$ cat src/rtl/emru_pkg.sv
// Constants and carrier types are declared with the unloader's top level

$ cat src/rtl/emru_fifo.sv
// The record buffer module is declared with the unloader's top level

$ cat src/rtl/emru_unloader.sv
// Error message unloader: constants, record buffer and top level
//
// How it works
// - One clock, reset returns everything to idle.
// - Register update triggers serial unload, deserialize.
// - Reread request starts a fresh unload.
// - Register keeps last error, reread repeats it.
// - Fault flag synchronized into unloader clock.
// - Separate fault pin follows the same synchronized fault flag.
// - Verify part shares the unloader clock and reset.
// - Word width is 78; 46 and 67 are declared but unused.
// - Valid only with complete unloaded record.
// - Lost flag marks a record missed by overrun.
// - Scan done marks each full-chip pass.
// - Unload takes two plus N+3 cycles.
// - Three-bit type: zero frame, ones uncorrectable.
// - One frame pass, then column checking forever.
// - Overwritten record before delivery flags lost.
// - Next fault falling before capture flags lost.
// - Fault flag rising edge clears lost.
`timescale 1ns/100ps
package emru_pkg;

  // ----------------------------------------------------------------
  // Word widths and timing
  // ----------------------------------------------------------------
  localparam int EMRU_WIDTH_SMALL = 46;
  localparam int EMRU_WIDTH_MID = 67;
  localparam int EMRU_WIDTH_LARGE = 78;
  localparam int EMRU_WIDTH = EMRU_WIDTH_LARGE;
  localparam int EMRU_HARD_CYCLES = 2;
  localparam int EMRU_EXTRA_CYCLES = 3;
  localparam int EMRU_UNLOAD_CYCLES = EMRU_WIDTH + EMRU_EXTRA_CYCLES;
  localparam int EMRU_CNT_W = 7;
  localparam int EMRU_FIFO_DEPTH = 16;
  localparam int EMRU_FIFO_AW = 4;

  // ----------------------------------------------------------------
  // Error type field
  // ----------------------------------------------------------------
  localparam int EMRU_TYPE_LSB = 0;
  localparam int EMRU_TYPE_W = 3;
  localparam logic [2:0] EMRU_TYPE_FRAME = 3'h0;
  localparam logic [2:0] EMRU_TYPE_UNCORR = 3'h7;

  // Error classes decoded from the type field
  typedef enum logic [1:0] {
    EMRU_CLASS_FRAME,
    EMRU_CLASS_CORR,
    EMRU_CLASS_UNCORR
  } emru_class_t;

  // Carrier of one unloaded record
  typedef struct packed {
    logic lost;
    emru_class_t err_class;
    logic [EMRU_WIDTH-1:0] word;
  } emru_rec_t;

  localparam int EMRU_REC_W = $bits(emru_rec_t);

  // Classify a record by its type field
  function automatic emru_class_t emru_classify(input logic [2:0] t);
    if (t == EMRU_TYPE_FRAME)
      return EMRU_CLASS_FRAME;
    else if (t == EMRU_TYPE_UNCORR)
      return EMRU_CLASS_UNCORR;
    else
      return EMRU_CLASS_CORR;
  endfunction : emru_classify

endpackage : emru_pkg

// ----------------------------------------------------------------
// Record buffer
// ----------------------------------------------------------------
module emru_fifo #(
  parameter int WIDTH = 8,
  parameter int DEPTH = 16,
  parameter int AW = 4
) (
  input wire logic sys_clk_i,
  input wire logic rst_n_i,
  input wire logic in_valid_i,
  output logic in_ready_o,
  input wire logic [WIDTH-1:0] in_data_i,
  output logic out_valid_o,
  input wire logic out_ready_i,
  output logic [WIDTH-1:0] out_data_o
);

  logic [WIDTH-1:0] mem_reg [DEPTH];
  logic [AW:0] wr_reg;
  logic [AW:0] rd_reg;
  wire logic full = (wr_reg[AW] != rd_reg[AW]) && (wr_reg[AW-1:0] == rd_reg[AW-1:0]);
  wire logic empty = (wr_reg == rd_reg);
  wire logic push = in_valid_i && !full;
  wire logic pop = out_ready_i && !empty;

  assign in_ready_o = !full;
  assign out_valid_o = !empty;
  assign out_data_o = mem_reg[rd_reg[AW-1:0]];

  // Storage write
  always_ff @(posedge sys_clk_i)
  begin
    if (push)
      mem_reg[wr_reg[AW-1:0]] <= in_data_i;
  end

  // Pointers
  always_ff @(posedge sys_clk_i)
  begin
    if (!rst_n_i)
    begin
      wr_reg <= '0;
      rd_reg <= '0;
    end
    else
    begin
      if (push)
        wr_reg <= wr_reg + 1'b1;
      if (pop)
        rd_reg <= rd_reg + 1'b1;
    end
  end

endmodule : emru_fifo

module emru_unloader
  import emru_pkg::*;
(
  input wire logic sys_clk_i,
  input wire logic rst_n_i,
  input wire logic reread_i,
  input wire logic fault_flag_raw_i,
  input wire logic update_raw_i,
  input wire logic scan_done_raw_i,
  input wire logic serial_data_i,
  output logic serial_shift_o,
  output logic serial_load_o,
  output logic fault_flag_o,
  output logic fault_pin_o,
  output logic scan_done_o,
  output logic [EMRU_WIDTH-1:0] msg_word_o,
  output logic [1:0] msg_class_o,
  output logic msg_valid_o,
  output logic msg_lost_o,
  input wire logic msg_ready_i
);

  // ----------------------------------------------------------------
  // Input synchronisers
  // ----------------------------------------------------------------
  logic [3:0] sync1_reg;
  logic [3:0] sync2_reg;
  logic fault_d_reg;
  logic update_d_reg;
  logic scan_d_reg;
  wire logic [3:0] raw_in = {serial_data_i, scan_done_raw_i, update_raw_i, fault_flag_raw_i};
  wire logic fault_s = sync2_reg[0];
  wire logic update_s = sync2_reg[1];
  wire logic scan_s = sync2_reg[2];
  wire logic sdata_s = sync2_reg[3];
  wire logic fault_rise = fault_s && !fault_d_reg;
  wire logic fault_fall = !fault_s && fault_d_reg;
  wire logic update_rise = update_s && !update_d_reg;

  // Two-stage capture of the fault, update, scan done and serial data inputs
  always_ff @(posedge sys_clk_i)
  begin
    if (!rst_n_i)
    begin
      sync1_reg <= 4'h0;
      sync2_reg <= 4'h0;
      fault_d_reg <= 1'b0;
      update_d_reg <= 1'b0;
      scan_d_reg <= 1'b0;
    end
    else
    begin
      sync1_reg <= raw_in;
      sync2_reg <= sync1_reg;
      fault_d_reg <= fault_s;
      update_d_reg <= update_s;
      scan_d_reg <= scan_s;
    end
  end

  // ----------------------------------------------------------------
  // Unload sequencer
  // ----------------------------------------------------------------
  typedef enum logic [1:0] {
    EMRU_IDLE,
    EMRU_LOAD,
    EMRU_SHIFT,
    EMRU_DONE
  } emru_state_t;

  emru_state_t state_reg;
  emru_state_t state_next;
  logic [EMRU_CNT_W-1:0] cnt_reg;
  logic [EMRU_WIDTH-1:0] shift_reg;
  logic pending_reg;
  logic lost_reg;
  wire logic start_req = update_rise || reread_i || pending_reg;
  wire logic last_cnt = (cnt_reg == EMRU_CNT_W'(EMRU_UNLOAD_CYCLES - 1));
  wire logic launch = (state_reg == EMRU_IDLE) && (state_next == EMRU_LOAD);
  // Queued update overwritten, or next fault pulse ends before it loads
  wire logic overrun = pending_reg && !launch && (update_rise || fault_fall);
  // Serial bits reach sdata_s two cycles late, so skip the first two
  wire logic shift_win = (cnt_reg >= EMRU_CNT_W'(EMRU_HARD_CYCLES))
    && (cnt_reg < EMRU_CNT_W'(EMRU_HARD_CYCLES + EMRU_WIDTH));
  wire logic rec_done = (state_reg == EMRU_DONE);
  wire logic in_ready;
  wire logic [EMRU_TYPE_W-1:0] rec_type = shift_reg[EMRU_TYPE_LSB +: EMRU_TYPE_W];

  // Next state selection
  always_comb
  begin
    state_next = state_reg;
    case (state_reg)
      EMRU_IDLE: if (start_req && in_ready) state_next = EMRU_LOAD;
      EMRU_LOAD: state_next = EMRU_SHIFT;
      EMRU_SHIFT: if (last_cnt) state_next = EMRU_DONE;
      EMRU_DONE: state_next = EMRU_IDLE;
      default: state_next = EMRU_IDLE;
    endcase
  end

  // Sequencer, counter and deserialiser
  always_ff @(posedge sys_clk_i)
  begin
    if (!rst_n_i)
    begin
      state_reg <= EMRU_IDLE;
      cnt_reg <= '0;
      shift_reg <= '0;
      serial_shift_o <= 1'b0;
      serial_load_o <= 1'b0;
    end
    else
    begin
      state_reg <= state_next;
      serial_load_o <= (state_next == EMRU_LOAD);
      serial_shift_o <= (state_next == EMRU_SHIFT);
      if (state_reg == EMRU_LOAD)
        cnt_reg <= '0;
      else if (state_reg == EMRU_SHIFT)
        cnt_reg <= cnt_reg + 1'b1;
      if (state_reg == EMRU_SHIFT && shift_win)
        shift_reg <= {sdata_s, shift_reg[EMRU_WIDTH-1:1]};
    end
  end

  // ----------------------------------------------------------------
  // Pending update and lost-record tracking
  // ----------------------------------------------------------------
  // An update that cannot start at once is queued; overwriting it loses a record
  always_ff @(posedge sys_clk_i)
  begin
    if (!rst_n_i)
    begin
      pending_reg <= 1'b0;
      lost_reg <= 1'b0;
    end
    else
    begin
      if (update_rise && !launch)
        pending_reg <= 1'b1;
      else if (launch)
        pending_reg <= 1'b0;
      if (overrun)
        lost_reg <= 1'b1;
      else if (fault_rise)
        lost_reg <= 1'b0;
    end
  end

  // ----------------------------------------------------------------
  // Output FIFO
  // ----------------------------------------------------------------
  emru_rec_t rec_in;
  emru_rec_t rec_out;
  wire logic out_valid;
  wire logic [EMRU_REC_W-1:0] rec_out_bits;
  wire logic take = out_valid && (msg_ready_i || !msg_valid_o);

  assign rec_in.lost = lost_reg;
  assign rec_in.err_class = emru_classify(rec_type);
  assign rec_in.word = shift_reg;
  assign rec_out = emru_rec_t'(rec_out_bits);

  emru_fifo #(
    .WIDTH(EMRU_REC_W),
    .DEPTH(EMRU_FIFO_DEPTH),
    .AW(EMRU_FIFO_AW)
  ) u_fifo (
    .sys_clk_i(sys_clk_i),
    .rst_n_i(rst_n_i),
    .in_valid_i(rec_done),
    .in_ready_o(in_ready),
    .in_data_i(rec_in),
    .out_valid_o(out_valid),
    .out_ready_i(take),
    .out_data_o(rec_out_bits)
  );

  // ----------------------------------------------------------------
  // Output registers
  // ----------------------------------------------------------------
  // Valid pulses once per record, word holds until the next one
  always_ff @(posedge sys_clk_i)
  begin
    if (!rst_n_i)
    begin
      msg_word_o <= '0;
      msg_class_o <= 2'h0;
      msg_valid_o <= 1'b0;
      msg_lost_o <= 1'b0;
      fault_flag_o <= 1'b0;
      fault_pin_o <= 1'b0;
      scan_done_o <= 1'b0;
    end
    else
    begin
      msg_valid_o <= take;
      if (take)
      begin
        msg_word_o <= rec_out.word;
        msg_class_o <= rec_out.err_class;
      end
      if (take && rec_out.lost)
        msg_lost_o <= 1'b1;
      else if (fault_rise)
        msg_lost_o <= 1'b0;
      fault_flag_o <= fault_s;
      fault_pin_o <= fault_s;
      scan_done_o <= scan_s && !scan_d_reg;
    end
  end

endmodule : emru_unloader

$ cat config.mk
export PLATFORM = sky130hd
export DESIGN_NAME = emru_unloader
export DESIGN_NICKNAME = d
export VERILOG_FILES = /design/src/rtl/emru_pkg.sv /design/src/rtl/emru_fifo.sv /design/src/rtl/emru_unloader.sv
export SDC_FILE = /design/constraint.sdc
export NUM_CORES = 2
export LEC_CHECK = 0
export BUFFER_PORTS_ARGS = -buffer_cell sky130_fd_sc_hd__buf_4
export CAP_MARGIN = 10
export CORE_MARGIN = 2
export CORE_UTILIZATION = 45
export CTS_BUF_LIST = sky130_fd_sc_hd__clkbuf_4
export CTS_CLUSTER_SIZE = 25
export DETAILED_ROUTE_END_ITERATION = 8
export GPL_ROUTABILITY_DRIVEN = 1
export GPL_TIMING_DRIVEN = 0
export SYNTH_ARGS = -nofsm -noshare
export SYNTH_HDL_FRONTEND = slang
export SYNTH_HIERARCHICAL = 1
export SYNTH_SLANG_ARGS = --single-unit
$ cat constraint.sdc
create_clock -name sys_clk_i -period 7.1 [get_ports sys_clk_i]
set_input_delay 0.355 -clock sys_clk_i [delete_from_list [all_inputs] [get_ports sys_clk_i]]
set_output_delay 0.355 -clock sys_clk_i [all_outputs]
set_load 0.01 [all_outputs]
### Yosys cells after proc, flatten, opt, wreduce, memory -nomap -nowiden

Memory sizes are Yosys's and may differ from the RTL's. A register that Yosys moved wholly into a read port is not among the register bits.
Index checks and enable logic that the tools add are counted.

* flip-flop bits (word level): 195
* RAM bits: 1296
* bits of input ports: 8
* output and inout bits: 87
* memories: 1

* $add $sub $neg: 3
* magnitude comparators: 2
* equal/unequal tests: 10
* mux-type cells: 14
* bitwise logic cells: 1
* reductions and logical operators: 34

Memories
* u_fifo.mem_reg: words 16, width 81, rd ports 1, clocked after Yosys merged registers in 1, write ports 1, line emru_unloader.sv:92 `logic [WIDTH-1:0] mem_reg [DEPTH];`

Operators by type and width (count)
* logical AND 1 bit: 16
* adder 5 x 1 -> 5 bit (second input constant): 2
* logical NOT 1 bit: 8
* two-way mux 2 bit: 4
* two-way mux 4 bit: 2
* one-hot mux 2 bit (4 select lines): 1
* adder 7 x 1 -> 7 bit (second input constant): 1
* == test 7 bit (second input constant): 1
* greater-or-equal comparator 7 x 2 -> 1 bit (second input constant): 1
* < comparator 7 bit (second input constant): 1
* two-way mux 1 bit: 7
* == test 2 bit (second input constant): 3
* nonzero test 2 bit: 3
* == test 5 bit: 1
* == test 2 x 1 -> 1 bit (second input constant): 2
* == test 4 bit: 1
* logical OR 1 bit: 4
* == test 3 bit (second input constant): 1
* logical NOT 3 bit: 1
* logical NOT 2 bit: 1
* OR reduction 2 bit: 1
* != test 1 bit: 1
* NOT 1 bit: 1

### Longest topological paths before layout

* word-level depth: 13
* mapped depth: 11

### Modules after synthesis

The synthesis kept the hierarchy.

Modules (own cells, without submodules)
* emru_fifo: times used 1, cells each 1899, area an instance 49505.0 um^2, sequential area each 39197.6 um^2
* emru_unloader: times used 1, cells each 792, area an instance 6847.8 um^2, sequential area each 3703.6 um^2

### Worst setup path after synthesis

OpenSTA, ideal clock, no wires.

* path kind: flip-flop to flip-flop
* start point: reg u_fifo.wr_reg[2]
* end point: reg u_fifo.wr_reg[4]
* setup time: 323 ps
* arrival: 5241 ps
* required time: 6777 ps
* setup slack: 1536 ps
* cell stages (with the launch flop): 7
* clock period less this slack: 5564 ps
* cell sequence: dfxtp_1 clkbuf_1 xor2_1 nor4_2 buf_2 a21oi_1 mux2i_1

* word-level cells in the longest chain between the ends: 4
* elaborated cells between the ends (all ways): 5

Ends and longest elaborated chain
* start: declaration: line emru_unloader.sv:93 `logic [AW:0] wr_reg;`
* start signal: assignment: line emru_unloader.sv:122 `wr_reg <= wr_reg + 1'b1;`
* parallel branches: the longest is 4 deep, another holds adder 5 x 1 -> 5 bit

Parallel ways; which one is timed is not known.
A chain may end at the register's enable or synchronous reset.

### Worst setup path after layout

* start point: reg u_fifo.wr_reg[2]
* end point: reg msg_word_o[10]

* word-level cells in the longest chain between the ends: 3

Ends and longest elaborated chain
* == test 5 bit: line emru_unloader.sv:96 `wire logic empty = (wr_reg == rd_reg);`
* logical NOT 1 bit: line emru_unloader.sv:101 `assign out_valid_o = !empty;`
* net out_valid: line emru_unloader.sv:285 `wire logic out_valid;`
* logical AND 1 bit: line emru_unloader.sv:287 `wire logic take = out_valid && (msg_ready_i || !msg_valid_o);`
* end signal: assignment: line emru_unloader.sv:330 `msg_word_o <= rec_out.word;`
* end: declaration: line emru_unloader.sv:145 `output logic [EMRU_WIDTH-1:0] msg_word_o,`

The timed path passes the listed nets, and every way through them passes these cells.

==> metrics.yaml <==
synthesis:
  synthAdderAreaFrac: 0.002664
  muxShareOfSynthArea: 0.1633
  synth-seq-cells: 1495
  synth.avg_cell_area_um2: 20.94
  yosys.area_share.simple: 0.03080
  synth_compound_gate_area_share: 0.02438
  synthCells: 2691
  synth_area_mm2: 0.05635
  syn_nets: 2711
  yosysWarnings: 6
  synth-xor-area-share: 0.001710
  seq_area_frac_synth: 0.7613
  synth_top_family_by_area: "multiplexers"
  ys_types: 42
floorplanning:
  ios: 95
  die_h_um: 357.9
  core_mm2: 0.1240
  start_util: 0.4546
  dieArea_mm2: 0.1281
  die_x_um: 357.9
  core.rowCount: 129
sta:
  fmax_mhz: 273.2
  setup_ws_ns: 3.440
  slew_headroom: 0.1652
  period_needed_ns: 3.660
  clock_skew_ns: 0.05910
  finalHoldViolations: 0
  tightest_slew_ns: 1.252
  final.period_utilization: 0.5155
  slew_violations: 0
  setup_viol: 0
  rsz0062_at_grt: "no"
hold_path:
  hp-class: "input port to flop"
  hp-start: "rst_n_i"
global_route:
  grt_pass1_vias: 30520
  grt-ovfl-total: 0
  grtUsageTotal: 0.2172
  grt_max_degree: 43
  antenna_found_initial: 5
  grt_pass1_wl_um: 197700
flow_run:
  drv_cap: 0
placed_design:
  dpl_cell_area_mm2: 0.06015
  port_buffers: 94
  place.gp.congestion: 0.7299
  hpwl_um: 79210
  dp_slack_ns: 3.455
cells_and_area:
  syn2layout_area_growth_pct: 15.61
  drive_gt1_frac: 0.3461
  design_area_mm2: 0.06515
  final_common_cell: "edfxtp_1"
  final_cell_mix: "edfxtp_1 (1296), clkbuf_4 (591), mux4_2 (405)"
  layout.nets: 3245
  largest_reg_flops: 1296
worst_setup_path:
  endpoint_kind: "flop"
  path_class: "flop to flop"
  slowest_stage: "nor4_2"
  cpPeakStageDelay_ns: 0.45
  worstPathArrival_ns: 4.74
  worst_ep_required_time_ns: 8.18
  r2r_start: "u_fifo/wr_reg[2]"
  crit_start: "u_fifo/wr_reg[2]"
  startpoint_type: "flop"
  path_cells: "clkbuf_1 -> xor2_1 -> nor4_2 -> buf_2 -> nand2_1 -> o21ai_4 -> inv_1 -> clkbuf_2 -> buf_16 -> clkbuf_1 -> nand2_1 -> a21boi_0"
  worst-path-max-fanout: 10
drt:
  drc: 0
  drt-total-wl_um: 136800
  drtAntennaViolNets: 0
  vias: 28640
  wl_per_cell_um: 26.45
  viasPerCell: 5.539
  drt-initial-drc-count: 2512
  first_pass_iters: 5
clock_network:
  numCtsBuffers: 390
  clock_latency_ns: 1.24
  clk_pin_slew_ns: 0.06
  cts_resized: 0
  cts_tree: "done"
  cts.sinks: 1495
  htreeDepth: 5
  cts_root_buf: "clkbuf_4"
  clock_path_buffers: 4
pwr:
  ir_worst_vdd_mv: 0.1938
  power_density_mw_per_mm2: 263.3
  p_leak_nw: 20.85
run_status:
  outcome: "finished clean"
metrics by stage:
stage	setup TNS [ns]	utilization	hold slack, ns	cells	power [mW]
detailed placement	0	0.4852	0.3772	4459	10.16
global placement	-354.70	0.4768	0.3748	4422	10.14
floorplan	0	-	0.3674	2691	9.938
finish	0	0.5256	0.1566	5170	17.15
global route	0	0.5256	0.04275	5169	17.86
CTS	0	0.5255	0.005283	5168	17.38
logic make-up after synthesis:
| logic type | after synthesis |
|---|---|
| AOI/OAI and AO/OA | 184 |
| buffers and inverters | 162 |
| DFF | 1495 |
| xor gates and xnor gates | 11 |
| and+or+nand+nor | 414 |
| muxes | 413 |
| adders and majority gates | 12 |
synthesized netlist by cell type (all sizes together):
master,number,area [um2]
xor2,9,78.83
a211oi,1,7.510
o21ai,6,30.03
nand3,11,55.05
o211a,1,10.01
a311oi,1,8.760
or4b,1,10.01
a21oi,5,25.02
and3b,1,8.760
nand2,333,1250
a2111o,2,22.52
o211ai,6,50.05
nor3,1,5.000
o311ai,1,8.760
dfxtp,199,3984
buf,60,511.7
a211o,2,17.52
ha,12,150.1
inv,12,45.04
and3,17,106.4
nand2b,5,31.28
mux2i,8,80.08
nand3b,2,15.01
nand4,7,43.79
and2,15,93.84
or3,3,18.77
xnor2,2,17.52
nor4,1,12.51
a21boi,158,1186
or4,1,7.510
mux4,405,9121
a22oi,1,7.510
nor2,9,33.78
clkbuf,90,337.8
nor2b,7,43.79
edfxtp,1296,38920
path summary, 6_finish.rpt:
path,cells past startpoint,endpoint,slack (ns)
max,12,msg_word_o[10],3.44
min reg2reg,1,scan_done_o,0.38
min,4,u_fifo/rd_reg[4],0.16
max reg2reg,12,msg_word_o[10],3.44
per-layer routing:
| metal | wire length, um | global-route usage |
|---|---|---|
| met3 | 8198 | 0.04534 |
| met2 | 71770 | 0.3771 |
| met5 | 0 | 0 |
| met1 | 53430 | 0.2701 |
| met4 | 3371 | 0.07866 |
critical path, delay by kind of cell, from the launching register on:
kind / cells / cell delay, ns
buffers and inverters: 6 / 1.82
AND/OR/NAND/NOR: 3 / 0.86
AO/OA/AOI/OAI: 2 / 0.39
flip-flops: 1 / 0.31
XOR/XNOR: 1 / 0.13
what timing repair did:
action                    4_1_cts  5_1_grt
hold endpoints to repair      102        0
setup buffers                   0        0
hold buffers                   11        0
cell type report:
| type | count | area (um2) |
|---|---|---|
| clock inverter | 107 | 452.9 |
| sequential | 1495 | 42900 |
| inverter | 12 | 45.04 |
| fill | 9845 | 58810 |
| buffer | 150 | 852.1 |
| multi-input combinational | 1034 | 12650 |
| clock buffer | 591 | 4437 |
| tap | 1637 | 2048 |
| antenna | 2 | 5.005 |
| timing repair buffer | 142 | 1754 |
power by group:
part | internal [mW] | switching (mW) | leakage, nW
registers | 9.48 | 0.0365 | 13.6
clock network | 3.82 | 3.36 | 2.94
logic | 0.182 | 0.269 | 4.32
Power figures use the tool's default switching activity.
